**src/hdl/timer_pkg.sv**
```systemverilog
`default_nettype none
package timer_pkg;
    // register byte offsets
    localparam logic [7:0] OFF_CONTROL_ZERO = 8'h00;
    localparam logic [7:0] OFF_CONTROL_ONE = 8'h04;
    localparam logic [7:0] OFF_EDGE_SELECT = 8'h08;
    localparam logic [7:0] OFF_CAP_CMP_FIRST = 8'h0c;
    localparam logic [7:0] OFF_CAP_CMP_SECOND = 8'h10;
    localparam logic [7:0] OFF_UP_COUNTER = 8'h14;
    // values after reset
    localparam logic [7:0] RST_CONTROL_ZERO = 8'h00;
    localparam logic [7:0] RST_CONTROL_ONE = 8'h20;
    localparam logic [7:0] RST_EDGE_SELECT = 8'h00;
    localparam logic [15:0] RST_COUNT = 16'h0000;
    localparam logic [15:0] COUNT_TOP = 16'hffff;
    // channel_control_zero fields
    localparam int BIT_OVERFLOW_FLAG = 7;
    localparam int BIT_DIV_SEL_HI = 6;
    localparam int BIT_DIV_SEL_LO = 4;
    localparam int BIT_COUNT_ENABLE = 1;
    localparam int BIT_CLOCK_ACTION = 0;
    // channel_control_one fields
    localparam int BIT_OVERFLOW_STOP = 7;
    localparam int BIT_OUTPUT_ENABLE = 6;
    localparam int BIT_ACTIVE_LEVEL = 5;
    localparam int BIT_EXT_CLOCK_SEL = 4;
    localparam int BIT_CLEAR_ON_MATCH = 3;
    localparam int BIT_SECOND_MODE = 1;
    localparam int BIT_FIRST_MODE = 0;
    // edge_select_reg fields, two bits each
    localparam int POS_FIRST_EDGE = 0;
    localparam int POS_SECOND_EDGE = 2;
    localparam int POS_EVENT_EDGE = 6;
    // edge codes
    localparam logic [1:0] EDGE_FALL = 2'h0;
    localparam logic [1:0] EDGE_RISE = 2'h1;
    localparam logic [1:0] EDGE_BOTH = 2'h3;
    // prescaler: divide by 4 << select
    localparam int PRESCALE_BITS = 9;
    // ahb transfer type bit marking nonseq or seq
    localparam int HTRANS_ACTIVE = 1;
endpackage : timer_pkg
`default_nettype wire

```
**src/hdl/count_prescaler.sv**
```systemverilog
`default_nettype none
module count_prescaler
    import timer_pkg::*;
(
    // clock and reset
    input wire logic i_clock,
    input wire logic i_resetn,
    // control
    input wire logic i_run,
    input wire logic [2:0] i_div_sel,
    // one-cycle count clock pulse
    output logic o_tick
);
    logic [PRESCALE_BITS-1:0] count;
    logic [PRESCALE_BITS-1:0] next_count;

    // low-bit mask for divide by 4 << sel
    function automatic logic [PRESCALE_BITS-1:0] div_mask(
        input logic [2:0] sel
    );
        logic [PRESCALE_BITS-1:0] m;
        m = 9'h003;
        div_mask = ((m + 9'h001) << sel) - 9'h001;
    endfunction

    // count while running, restart from zero when stopped
    always_comb begin
        next_count = i_run ? count + 9'h001 : 9'h000;
        o_tick = i_run &&
            ((count & div_mask(i_div_sel)) == div_mask(i_div_sel));
    end

    // register
    always_ff @(posedge i_clock or negedge i_resetn) begin
        if (!i_resetn) begin
            count <= 9'h000;
        end else begin
            count <= next_count;
        end
    end
endmodule // count_prescaler
`default_nettype wire

```
**src/hdl/free_running_capture_compare_timer.sv**
```systemverilog
`default_nettype none
// Notes on behaviour
// - 16-bit counter, internal or external clock
// - wrap sets overflow flag and interrupt
// - first compare FFFF with clear: no overflow
// - clearing count enable zeroes without overflow
// - overflow stop halts until enable rewritten
// - enable rewritten while counting changes nothing
// - mode bit: 0 capture, 1 compare
// - capture latches count on valid trigger edge
// - valid trigger edge raises its interrupt
// - per-pin rising, falling or both edges
// - compare equality drives output and interrupt
// - zero matches only after wrap from FFFF
// - first match with clear restarts count
// - first match activates, second deactivates output
// - output level from enable and active level
// - equal compare values keep output inactive
// - clock select divides by 4 to 512
// - clock action 0 holds channel reset
// - external select counts event pin edges
// - overflow flag sticky until written zero
module free_running_capture_compare_timer
    import timer_pkg::*;
(
    // clock and reset
    input wire logic i_clock,
    input wire logic i_resetn,
    // ahb-lite slave
    input wire logic i_hsel,
    input wire logic [31:0] i_haddr,
    input wire logic [1:0] i_htrans,
    input wire logic i_hwrite,
    input wire logic [2:0] i_hsize,
    input wire logic [31:0] i_hwdata,
    input wire logic i_hready,
    output logic o_hreadyout,
    output logic o_hresp,
    output logic [31:0] o_hrdata,
    // external pins
    input wire logic i_trigger_pin_first,
    input wire logic i_trigger_pin_second,
    input wire logic i_event_clock_pin,
    output logic o_pulse_out,
    // interrupt requests
    output logic o_overflow_irq,
    output logic o_match_irq_first,
    output logic o_match_irq_second
);
    // bus state
    logic wr_pend;
    logic [7:0] wr_addr;
    logic clock_action_bit;
    logic next_wr_pend;
    logic [7:0] next_wr_addr;
    logic next_clock_action_bit;
    logic [31:0] next_hrdata;
    // channel state
    logic count_enable_bit;
    logic stopped;
    logic overflow_flag;
    logic [2:0] clock_div_sel;
    logic [7:0] channel_control_one;
    logic [7:0] edge_select_reg;
    logic [15:0] cap_cmp_first;
    logic [15:0] cap_cmp_second;
    logic [15:0] up_counter;
    logic pulse_state;
    logic clear_due;
    logic next_clear_due;
    logic next_count_enable_bit;
    logic next_stopped;
    logic next_overflow_flag;
    logic [2:0] next_clock_div_sel;
    logic [7:0] next_channel_control_one;
    logic [7:0] next_edge_select_reg;
    logic [15:0] next_cap_cmp_first;
    logic [15:0] next_cap_cmp_second;
    logic [15:0] next_up_counter;
    logic next_pulse_state;
    logic next_pulse_out;
    logic next_overflow_irq;
    logic next_match_irq_first;
    logic next_match_irq_second;
    // helpers
    logic chan_resetn;
    logic running;
    logic pre_tick;
    logic edge_first;
    logic edge_second;
    logic edge_event;
    logic tick;
    logic first_cmp;
    logic second_cmp;
    logic clear_now;
    logic match_first;
    logic match_second;
    logic [7:0] control_zero_view;
    logic wr_zero;

    // write target decode in the data phase
    function automatic logic hit(input logic pend, input logic [7:0] a,
                                 input logic [7:0] off);
        hit = pend && (a == off);
    endfunction

    // whole channel held in reset while clock action is off
    assign chan_resetn = i_resetn & clock_action_bit;
    assign running = count_enable_bit & ~stopped;
    assign first_cmp = channel_control_one[BIT_FIRST_MODE];
    assign second_cmp = channel_control_one[BIT_SECOND_MODE];
    assign wr_zero = hit(wr_pend, wr_addr, OFF_CONTROL_ZERO);

    // readable view of channel_control_zero
    assign control_zero_view = {overflow_flag, clock_div_sel, 2'h0,
                                count_enable_bit, clock_action_bit};

    // zero-wait slave, always okay
    assign o_hreadyout = 1'b1;
    assign o_hresp = 1'b0;

    count_prescaler u_prescaler (
        .i_clock(i_clock),
        .i_resetn(chan_resetn),
        .i_run(running),
        .i_div_sel(clock_div_sel),
        .o_tick(pre_tick)
    );

    trigger_edge u_edge_first (
        .i_clock(i_clock),
        .i_resetn(chan_resetn),
        .i_pin(i_trigger_pin_first),
        .i_edge_sel(edge_select_reg[POS_FIRST_EDGE +: 2]),
        .o_edge(edge_first)
    );

    trigger_edge u_edge_second (
        .i_clock(i_clock),
        .i_resetn(chan_resetn),
        .i_pin(i_trigger_pin_second),
        .i_edge_sel(edge_select_reg[POS_SECOND_EDGE +: 2]),
        .o_edge(edge_second)
    );

    trigger_edge u_edge_event (
        .i_clock(i_clock),
        .i_resetn(chan_resetn),
        .i_pin(i_event_clock_pin),
        .i_edge_sel(edge_select_reg[POS_EVENT_EDGE +: 2]),
        .o_edge(edge_event)
    );

    // bus phases, clock action bit and read data
    always_comb begin
        next_wr_pend = i_hsel && i_hready && i_htrans[HTRANS_ACTIVE]
                       && i_hwrite;
        next_wr_addr = i_haddr[7:0];
        next_clock_action_bit = clock_action_bit;
        if (wr_zero) begin
            next_clock_action_bit = i_hwdata[BIT_CLOCK_ACTION];
        end
        next_hrdata = o_hrdata;
        if (i_hsel && i_hready && i_htrans[HTRANS_ACTIVE] && !i_hwrite) begin
            case (i_haddr[7:0])
                OFF_CONTROL_ZERO: next_hrdata = {24'h0, control_zero_view};
                OFF_CONTROL_ONE: next_hrdata = {24'h0, channel_control_one};
                OFF_EDGE_SELECT: next_hrdata = {24'h0, edge_select_reg};
                OFF_CAP_CMP_FIRST: next_hrdata = {16'h0, cap_cmp_first};
                OFF_CAP_CMP_SECOND: next_hrdata = {16'h0, cap_cmp_second};
                OFF_UP_COUNTER: next_hrdata = {16'h0, up_counter};
                default: next_hrdata = 32'h0000_0000;
            endcase
        end
    end

    // bus registers
    always_ff @(posedge i_clock or negedge i_resetn) begin
        if (!i_resetn) begin
            wr_pend <= 1'b0;
            wr_addr <= 8'h00;
            clock_action_bit <= RST_CONTROL_ZERO[BIT_CLOCK_ACTION];
            o_hrdata <= 32'h0000_0000;
        end else begin
            wr_pend <= next_wr_pend;
            wr_addr <= next_wr_addr;
            clock_action_bit <= next_clock_action_bit;
            o_hrdata <= next_hrdata;
        end
    end

    // counting, capture, compare, output and interrupts
    always_comb begin
        next_count_enable_bit = count_enable_bit;
        next_stopped = stopped;
        next_overflow_flag = overflow_flag;
        next_clock_div_sel = clock_div_sel;
        next_channel_control_one = channel_control_one;
        next_edge_select_reg = edge_select_reg;
        next_cap_cmp_first = cap_cmp_first;
        next_cap_cmp_second = cap_cmp_second;
        next_up_counter = up_counter;
        next_pulse_state = pulse_state;
        next_clear_due = clear_due;
        next_overflow_irq = 1'b0;
        match_first = 1'b0;
        match_second = 1'b0;
        // count event source
        tick = running && (channel_control_one[BIT_EXT_CLOCK_SEL]
                           ? edge_event : pre_tick);
        // clear only after a counted match, so a start zero never clears
        clear_now = clear_due && first_cmp
                    && channel_control_one[BIT_CLEAR_ON_MATCH]
                    && (up_counter == cap_cmp_first);
        if (tick) begin
            if (clear_now) begin
                next_up_counter = RST_COUNT;
            end else begin
                next_up_counter = up_counter + 16'h0001;
                match_first = first_cmp
                    && (next_up_counter == cap_cmp_first);
                match_second = second_cmp
                    && (next_up_counter == cap_cmp_second);
                if (up_counter == COUNT_TOP) begin
                    next_overflow_irq = 1'b1;
                    next_stopped =
                        channel_control_one[BIT_OVERFLOW_STOP];
                end
            end
            next_clear_due = match_first;
        end
        // output flip-flop: second match wins when both hit
        if (match_first) begin
            next_pulse_state = 1'b1;
        end
        if (match_second) begin
            next_pulse_state = 1'b0;
        end
        // capture on valid trigger edges
        if (!first_cmp && edge_first) begin
            next_cap_cmp_first = up_counter;
        end
        if (!second_cmp && edge_second) begin
            next_cap_cmp_second = up_counter;
        end
        next_match_irq_first = first_cmp ? match_first : edge_first;
        next_match_irq_second = second_cmp ? match_second
                                           : edge_second;
        // software writes
        if (wr_zero) begin
            next_clock_div_sel = i_hwdata[BIT_DIV_SEL_HI:BIT_DIV_SEL_LO];
            next_overflow_flag = overflow_flag
                                 & i_hwdata[BIT_OVERFLOW_FLAG];
            if (!i_hwdata[BIT_COUNT_ENABLE]) begin
                next_count_enable_bit = 1'b0;
                next_stopped = 1'b0;
                next_clear_due = 1'b0;
                next_up_counter = RST_COUNT;
                next_overflow_irq = 1'b0;
            end else if (!running) begin
                next_count_enable_bit = 1'b1;
                next_stopped = 1'b0;
            end
        end
        if (hit(wr_pend, wr_addr, OFF_CONTROL_ONE)) begin
            next_channel_control_one = i_hwdata[7:0];
        end
        if (hit(wr_pend, wr_addr, OFF_EDGE_SELECT)) begin
            next_edge_select_reg = i_hwdata[7:0];
        end
        if (hit(wr_pend, wr_addr, OFF_CAP_CMP_FIRST)) begin
            next_cap_cmp_first = i_hwdata[15:0];
        end
        if (hit(wr_pend, wr_addr, OFF_CAP_CMP_SECOND)) begin
            next_cap_cmp_second = i_hwdata[15:0];
        end
        // overflow sets the sticky flag, set beats clear
        if (next_overflow_irq) begin
            next_overflow_flag = 1'b1;
        end
        // pin level from enable, active level and output state
        if (channel_control_one[BIT_OUTPUT_ENABLE]) begin
            next_pulse_out = channel_control_one[BIT_ACTIVE_LEVEL]
                             ? next_pulse_state : ~next_pulse_state;
        end else begin
            next_pulse_out = ~channel_control_one[BIT_ACTIVE_LEVEL];
        end
    end

    // channel registers, cleared by reset or clock action off
    always_ff @(posedge i_clock or negedge chan_resetn) begin
        if (!chan_resetn) begin
            count_enable_bit <= RST_CONTROL_ZERO[BIT_COUNT_ENABLE];
            stopped <= 1'b0;
            overflow_flag <= RST_CONTROL_ZERO[BIT_OVERFLOW_FLAG];
            clock_div_sel <= RST_CONTROL_ZERO[BIT_DIV_SEL_HI:BIT_DIV_SEL_LO];
            channel_control_one <= RST_CONTROL_ONE;
            edge_select_reg <= RST_EDGE_SELECT;
            cap_cmp_first <= RST_COUNT;
            cap_cmp_second <= RST_COUNT;
            up_counter <= RST_COUNT;
            pulse_state <= 1'b0;
            clear_due <= 1'b0;
            o_pulse_out <= 1'b0;
            o_overflow_irq <= 1'b0;
            o_match_irq_first <= 1'b0;
            o_match_irq_second <= 1'b0;
        end else begin
            count_enable_bit <= next_count_enable_bit;
            stopped <= next_stopped;
            overflow_flag <= next_overflow_flag;
            clock_div_sel <= next_clock_div_sel;
            channel_control_one <= next_channel_control_one;
            edge_select_reg <= next_edge_select_reg;
            cap_cmp_first <= next_cap_cmp_first;
            cap_cmp_second <= next_cap_cmp_second;
            up_counter <= next_up_counter;
            pulse_state <= next_pulse_state;
            clear_due <= next_clear_due;
            o_pulse_out <= next_pulse_out;
            o_overflow_irq <= next_overflow_irq;
            o_match_irq_first <= next_match_irq_first;
            o_match_irq_second <= next_match_irq_second;
        end
    end
endmodule // free_running_capture_compare_timer
`default_nettype wire

```
**src/hdl/trigger_edge.sv**
```systemverilog
`default_nettype none
module trigger_edge
    import timer_pkg::*;
(
    // clock and reset
    input wire logic i_clock,
    input wire logic i_resetn,
    // pin and edge choice
    input wire logic i_pin,
    input wire logic [1:0] i_edge_sel,
    // detected valid edge
    output logic o_edge
);
    logic sync_first;
    logic sync_second;
    logic prev;
    logic rise;
    logic fall;

    // two-stage synchroniser plus history flop
    always_ff @(posedge i_clock or negedge i_resetn) begin
        if (!i_resetn) begin
            sync_first <= 1'b0;
            sync_second <= 1'b0;
            prev <= 1'b0;
        end else begin
            sync_first <= i_pin;
            sync_second <= sync_first;
            prev <= sync_second;
        end
    end

    // valid edge per select code
    always_comb begin
        rise = sync_second & ~prev;
        fall = ~sync_second & prev;
        case (i_edge_sel)
            EDGE_FALL: o_edge = fall;
            EDGE_RISE: o_edge = rise;
            EDGE_BOTH: o_edge = rise | fall;
            default: o_edge = 1'b0;
        endcase
    end
endmodule // trigger_edge
`default_nettype wire

```
**config.mk**
```make
export PLATFORM = sky130hd
export DESIGN_NAME = free_running_capture_compare_timer
export DESIGN_NICKNAME = d
export VERILOG_FILES = /design/src/hdl/timer_pkg.sv /design/src/hdl/count_prescaler.sv /design/src/hdl/free_running_capture_compare_timer.sv /design/src/hdl/trigger_edge.sv
export SDC_FILE = /design/constraint.sdc
export NUM_CORES = 1
export LEC_CHECK = 0
export BUFFER_PORTS_ARGS = -buffer_cell sky130_fd_sc_hd__buf_2
export CAP_MARGIN = 40
export CORE_UTILIZATION = 57
export CTS_CLUSTER_SIZE = 8
export DETAILED_ROUTE_END_ITERATION = 10
export GPL_TIMING_DRIVEN = 0
export PLACE_DENSITY = 0.78
export SYNTH_ARGS = -nofsm -noshare
export SYNTH_HDL_FRONTEND = slang
export SYNTH_SLANG_ARGS = --single-unit
```
**constraint.sdc**
```tcl
create_clock -name i_clock -period 5.2 [get_ports i_clock]
set_clock_uncertainty 0.2 [all_clocks]
set_input_delay 0.78 -clock i_clock [delete_from_list [all_inputs] [get_ports i_clock]]
set_output_delay 0.78 -clock i_clock [all_outputs]
set_load 0.005 [all_outputs]
```
==> impl_metrics.yaml, run 1 <==
route:
  top_layer_used: "met4"
  wl_met3_um: 1448
  via_per_inst: 6.159
  drtAntennaViolNets: 0
  drt-pass1-iter-count: 5
  wirelength_met1_um: 8483
  drt_iter0_drc: 555
  route.detailed.drc: 0
  finalWirelength_um: 20370
  wl_per_cell_um: 19.97
  via_count: 6282
  wl_met2_um: 9683
final_layout:
  stdcell_count: 1020
  drive_gt1_frac: 0.1925
  final_cell_mix: "dfrtp_1 (119), nand2_1 (82), o21ai_0 (63), buf_2 (62), nor2_1 (51)"
  antenna_cells: 0
  nNetsFinal: 926
  area_delta_synth_final_pct: 16.33
  final_cell_area_mm2: 0.008262
  mostFrequentLayoutCell: "dfrtp_1"
grt:
  globalRouteOverflowTotal: 0
  grt.total_usage: 0.3303
  grt_pass1_wl_um: 31880
  grt_pass1_vias: 6121
  antenna_found_initial: 0
  grt_max_degree: 54
sta:
  finalSetupTns_ns: 0
  slew_violations: 0
  tightest_slew_ns: 0.8966
  fmax_ghz: 0.2819
  rsz0062_at_grt: "false"
  period_share: 0.6822
  slew-limit-headroom: 0.4001
  hold_viol: 0
  whs_ns: 0.1409
  fin_crit_ns: 3.548
  setup_violations: 0
setup_path:
  worst_ep_required_time_ns: 5.34
  crit_path_end_kind: "flop"
  reg2reg_setup_slack_ns: 1.65
  worstPathMaxFanout: 10
  arrival_ns: 3.69
  critical_path_class: "flop to flop"
  start_kind: "flop"
place:
  placed_area_mm2: 0.007662
  dp_hpwl_um: 14690
  dp.cells: 989
  routabilityCongestion: 0.9433
  port_buffers: 52
clock_network:
  cts.sinks: 120
  holdBufCountCts: 0
  cts_root_buffer: "clkbuf_16"
  h-tree-depth: 4
  max-clock-path-buffers: 2
  worstSkewPairLatency_ns: 0.43
  cts_buffers: 17
  clk_pin_slew_worst_paths_ns: 0.06
  cts_setup_buffers: 0
  cts_tree: "done"
  post_cts_resized: 0
hold_path:
  hold_class: "primary input to asynchronous set/reset pin"
floorplanning:
  core_mm2: 0.01206
  dieArea_mm2: 0.01291
  ios: 115
  start_util: 0.5888
  rows: 40
  fp.dieW_um: 113.6
  die_h_um: 113.6
synthesis:
  synth_edf_count: 0
  ys_async_sr_fraction: 1.000
  synth.avg_cell_area_um2: 9.456
  syn-instance-count: 751
  synth_seq_cells: 120
  ys_seq_area_frac: 0.4230
  yosys_warnings: 0
  ys_types: 72
  ys.flop_type: "dfrtp_1"
  syn_area_mm2: 0.007102
pwr:
  power_mw: 2.660
  leakagePower_nw: 3.554
  powerDensity_mw_per_mm2: 321.9
  vdd_ir_drop_max_v: 0.0003201
run:
  max_cap_viol_count: 0
outcome:
  status: "complete, no violations"
-- worst paths after layout --
kind / startpoint / endpoint / cells after the start
min in group i_clock: u_edge_second.sync_first / u_edge_second.sync_second / 0
worst max register to register: clock_div_sel[1] / up_counter[10] / 13
max in group asynchronous: i_resetn / channel_control_one[5] / 3
worst max-delay path: clock_div_sel[1] / up_counter[10] / 13
worst min-delay path: i_resetn / o_hrdata[3] / 1
worst min register to register: u_edge_second.sync_first / u_edge_second.sync_second / 0
-- layer usage --
layer	track usage	vias to the layer above
met5	0	-
met4	0.1675	0
met3	0.06854	54
met2	0.5402	289
met1	0.4164	3118
li1	-	2821
-- synthesized netlist by cell type, types with 4 or more instances --
library cell | instances | area share
dfrtp_1 | 119 | 0.42
nand2b_1 | 6 | 0.0053
mux2i_1 | 48 | 0.068
xor2_1 | 20 | 0.025
nor3_1 | 16 | 0.011
nor2_1 | 51 | 0.027
nand4_1 | 5 | 0.0044
o211ai_1 | 11 | 0.012
nand3b_1 | 5 | 0.0053
o2111ai_1 | 4 | 0.0049
a22o_1 | 19 | 0.023
mux2_2 | 22 | 0.035
a21oi_1 | 33 | 0.023
and2_1 | 4 | 0.0035
a22oi_1 | 10 | 0.011
nor4_1 | 7 | 0.0062
buf_2 | 10 | 0.0070
o21ai_0 | 63 | 0.044
nand3_1 | 20 | 0.014
xnor2_1 | 31 | 0.038
a211oi_1 | 4 | 0.0042
clkbuf_1 | 28 | 0.015
inv_1 | 17 | 0.0090
or3_1 | 7 | 0.0062
ha_1 | 9 | 0.016
buf_6 | 5 | 0.0079
nand2_1 | 82 | 0.043
buf_4 | 21 | 0.022
and3_1 | 9 | 0.0079
-- metrics by stage --
step                setup WS [ns]    util
finish                      1.652  0.6850
global route                1.412  0.6850
CTS                         1.718  0.6850
detailed placement          1.777  0.6353
global placement          -0.5040  0.6328
floorplan                   1.279       -
-- cell type report --
cell class	count	area, µm²
fill	939	3800
clock inverter	10	118.9
sequential	120	3004
tap	168	210.2
timing repair buffer	54	287.8
multi-input combinational	561	3695
inverter	18	67.56
buffer	68	397.9
clock buffer	21	480.5
-- worst max-delay path, stage by stage (launching register included) --
cell and delay, ns:
dfrtp_1 0.35, clkbuf_1 0.21, nor2_1 0.22, nand2_1 0.08, ha_1 0.29, nor2_1 0.04
nor4b_1 0.30, o2111ai_1 0.19, o22a_1 0.28, clkbuf_4 0.23, nor2_2 0.39, buf_2 0.35
nand3_1 0.11, a21oi_1 0.20
-- report_power, final --
group	switching [mW]	internal, mW
combinational	0.218	0.163
clock	0.445	0.753
sequential	0.0777	1.00
total	0.740	1.92
-- cell families (layout without fill, tap and decap cells) --
group                      count (synthesis)  in the layout  synth area share
and+or+nand+nor                          241            241            0.1720
other                                      2             18          0.001057
buffers and inverters                     86            171           0.06554
adders and majority gates                  9              9           0.01586
AOI/OAI and AO/OA                        171            171            0.1549
muxes                                     70             70            0.1025
xor gates and xnor gates                  52             52           0.06519
DFF                                      120            120            0.4230
Note: power is estimated with default switching activity, not from simulation.
==> run 2: changes to the inputs <==
--- a/config.mk
+++ b/config.mk
@@ -7,11 +7,11 @@
 export LEC_CHECK = 0
 export BUFFER_PORTS_ARGS = -buffer_cell sky130_fd_sc_hd__buf_2
 export CAP_MARGIN = 40
-export CORE_UTILIZATION = 57
+export CORE_UTILIZATION = 52
 export CTS_CLUSTER_SIZE = 8
 export DETAILED_ROUTE_END_ITERATION = 10
 export GPL_TIMING_DRIVEN = 0
-export PLACE_DENSITY = 0.78
+export PLACE_DENSITY = 0.75
 export SYNTH_ARGS = -nofsm -noshare
 export SYNTH_HDL_FRONTEND = slang
 export SYNTH_SLANG_ARGS = --single-unit
==> constraint.sdc (replaced) <==
create_clock -name i_clock -period 2.9 [get_ports i_clock]
set_clock_uncertainty 0.2 [all_clocks]
set_input_delay 0.435 -clock i_clock [delete_from_list [all_inputs] [get_ports i_clock]]
set_output_delay 0.435 -clock i_clock [all_outputs]
set_load 0.005 [all_outputs]
==> run 2 against run 1 <==
Net effect: the flow now finishes with violations (negative setup slack); maximum frequency up 21%; routed wire length up 1.9%; sequential share of layout area is 1.5 points lower; highest routed layer unchanged.
==> impl_metrics.yaml, run 2 (synthesized netlist as in run 1, its figures left out) <==
sta:
  slew_violations: 0
  slew-limit-headroom: 0.4209
  hold_viol: 0
  period_share: 1.015
  setup_violations: 1
  fin_ws_ns: -0.04244
  fin_crit_ns: 2.942
  whs_ns: 0.05038
  rsz0062_at_grt: "true"
  fmax_ghz: 0.3399
  tightest_slew_ns: 0.8686
place:
  port_buffers: 52
  dp_hpwl_um: 14960
  routabilityCongestion: 0.9277
clock_network:
  cts_tree: "done"
  max-clock-path-buffers: 2
  cts.sinks: 120
  h-tree-depth: 4
  cts_root_buffer: "clkbuf_16"
  clk_pin_slew_worst_paths_ns: 0.06
  worstSkewPairLatency_ns: 0.42
  cts_buffers: 17
final_layout:
  area_delta_synth_final_pct: 21.51
  fillers: 1089
  antenna_cells: 0
  final_cell_mix: "dfrtp_1 (115), nand2_1 (82), o21ai_0 (63), buf_2 (58), nor2_1 (49)"
  fin_util: 0.6491
  nNetsFinal: 941
  drive_gt1_frac: 0.2270
  mostFrequentLayoutCell: "dfrtp_1"
route:
  drt_iter0_drc: 497
  via_count: 6288
  finalWirelength_um: 20760
  via_per_inst: 6.023
  drtAntennaViolNets: 0
  drt-pass1-iter-count: 5
  wl_per_cell_um: 19.89
  route.detailed.drc: 0
floorplanning:
  core_mm2: 0.01330
  start_util: 0.5342
  ios: 115
  dieArea_mm2: 0.01413
  rows: 42
  fp.dieW_um: 118.9
  die_h_um: 118.9
grt:
  grt_pass1_vias: 6196
  grt_pass1_wl_um: 32890
  use_met2: 0.4960
  use_met3: 0.07615
  globalRouteOverflowTotal: 0
  grt_max_degree: 51
  grt.total_usage: 0.3049
  busiest_layer: "met2"
  grt_util_met1: 0.3924
  antenna_found_initial: 0
run:
  max_cap_viol_count: 0
setup_path:
  start_kind: "flop"
  arrival_ns: 3.03
  critical_path_class: "flop to flop"
  crit_path_end_kind: "flop"
  reg2regPathDepth: 9
  worst_ep_required_time_ns: 2.98
  worstPathMaxFanout: 10
pwr:
  leakagePower_nw: 3.704
  powerDensity_mw_per_mm2: 558.7
  vdd_ir_drop_max_v: 0.0004225
hold_path:
  hold_depth: 3
  hold_class: "primary input to flop"
outcome:
  failed_checks: "negative setup slack"
  status: "finished with violations"
[run 2: changes by cell type in the layout (fill, tap and decap cells not counted), moves of 5 or more]
| cell | delta |
|---|---|
| clkbuf_1 | -7 |
| dlygate4sd3_1 | +12 |
| buf_4 | +6 |
| clkbuf_2 | +5 |
[run 2: stage by stage]
| step | setup TNS [ns] | cell area (µm²) | std cells | power (mW) | setup slack, ns |
|---|---|---|---|---|---|
| after floorplan | 0 | 7163 | 767 | 2.409 | 0.1712 |
| after detailed placement | -5.611 | 7680 | 997 | 2.629 | -0.4829 |
| after global placement | -46.54 | 7644 | 995 | 2.595 | -0.5301 |
| final | -0.04244 | 8630 | 1044 | 4.822 | -0.04244 |
| after global routing | -0.1676 | 8630 | 1044 | 4.983 | -0.1239 |
| after CTS | -0.01244 | 8534 | 1041 | 4.808 | -0.01244 |
[run 2: worst paths after layout]
kind                                              start                        end  slack [ns]
worst min register to register  u_edge_event.sync_first   u_edge_event.sync_second        0.15
worst max register to register            up_counter[3]                o_pulse_out       -0.04
worst min-delay path                       i_hwdata[13]         cap_cmp_second[13]        0.05
max in group asynchronous                      i_resetn     channel_control_one[5]        0.62
min in group asynchronous              clock_action_bit  u_edge_second.sync_second        0.27
worst max-delay path                      up_counter[3]                o_pulse_out       -0.04
[run 2: critical path, cell delays in order (launching register included)]
cell and delay, ns:
dfrtp_1 0.37, buf_6 0.13, clkbuf_2 0.20, or3b_2 0.49, and3_1 0.21, o22ai_2 0.20, nand4_1 0.18, o41ai_4 0.42
o211ai_1 0.21, xor2_1 0.19
[run 2: power breakdown]
part	switching, mW	leakage [nW]	internal [mW]
Combinational	0.414	1.90	0.313
Sequential	0.141	1.52	1.80
Clock	0.813	0.286	1.34
Total	1.37	3.70	3.45
[run 2: final cells by class]
cell class                 count  area (µm²)  share of cell area
multi-input combinational    561        3852              0.4464
sequential                   120        3009              0.3487
clock buffer                  20       466.7             0.05408
timing repair buffer          71       452.9             0.05249
buffer                        66       421.7             0.04886
tap                          176       220.2             0.02552
clock inverter                12       138.9             0.01609
inverter                      18       67.56            0.007829
[run 2: routing by layer]
layer	part of all wire	wire [µm]	vias to the layer above
met3	0.064	1334	45
met4	0.027	555	0
li1	-	-	2853
met5	0	0	-
met2	0.48	9936	274
met1	0.43	8934	3116
[run 2: timing repair]
item / 4_1_cts / 5_1_grt
buffers inserted: 1 / 4
resized for setup: 25 / 24
setup endpoints to repair: 22 / 30
gates cloned: 0 / 0
pin swaps: 5 / 7
hold endpoints to repair: 37 / 0
hold buffers: 12 / 0
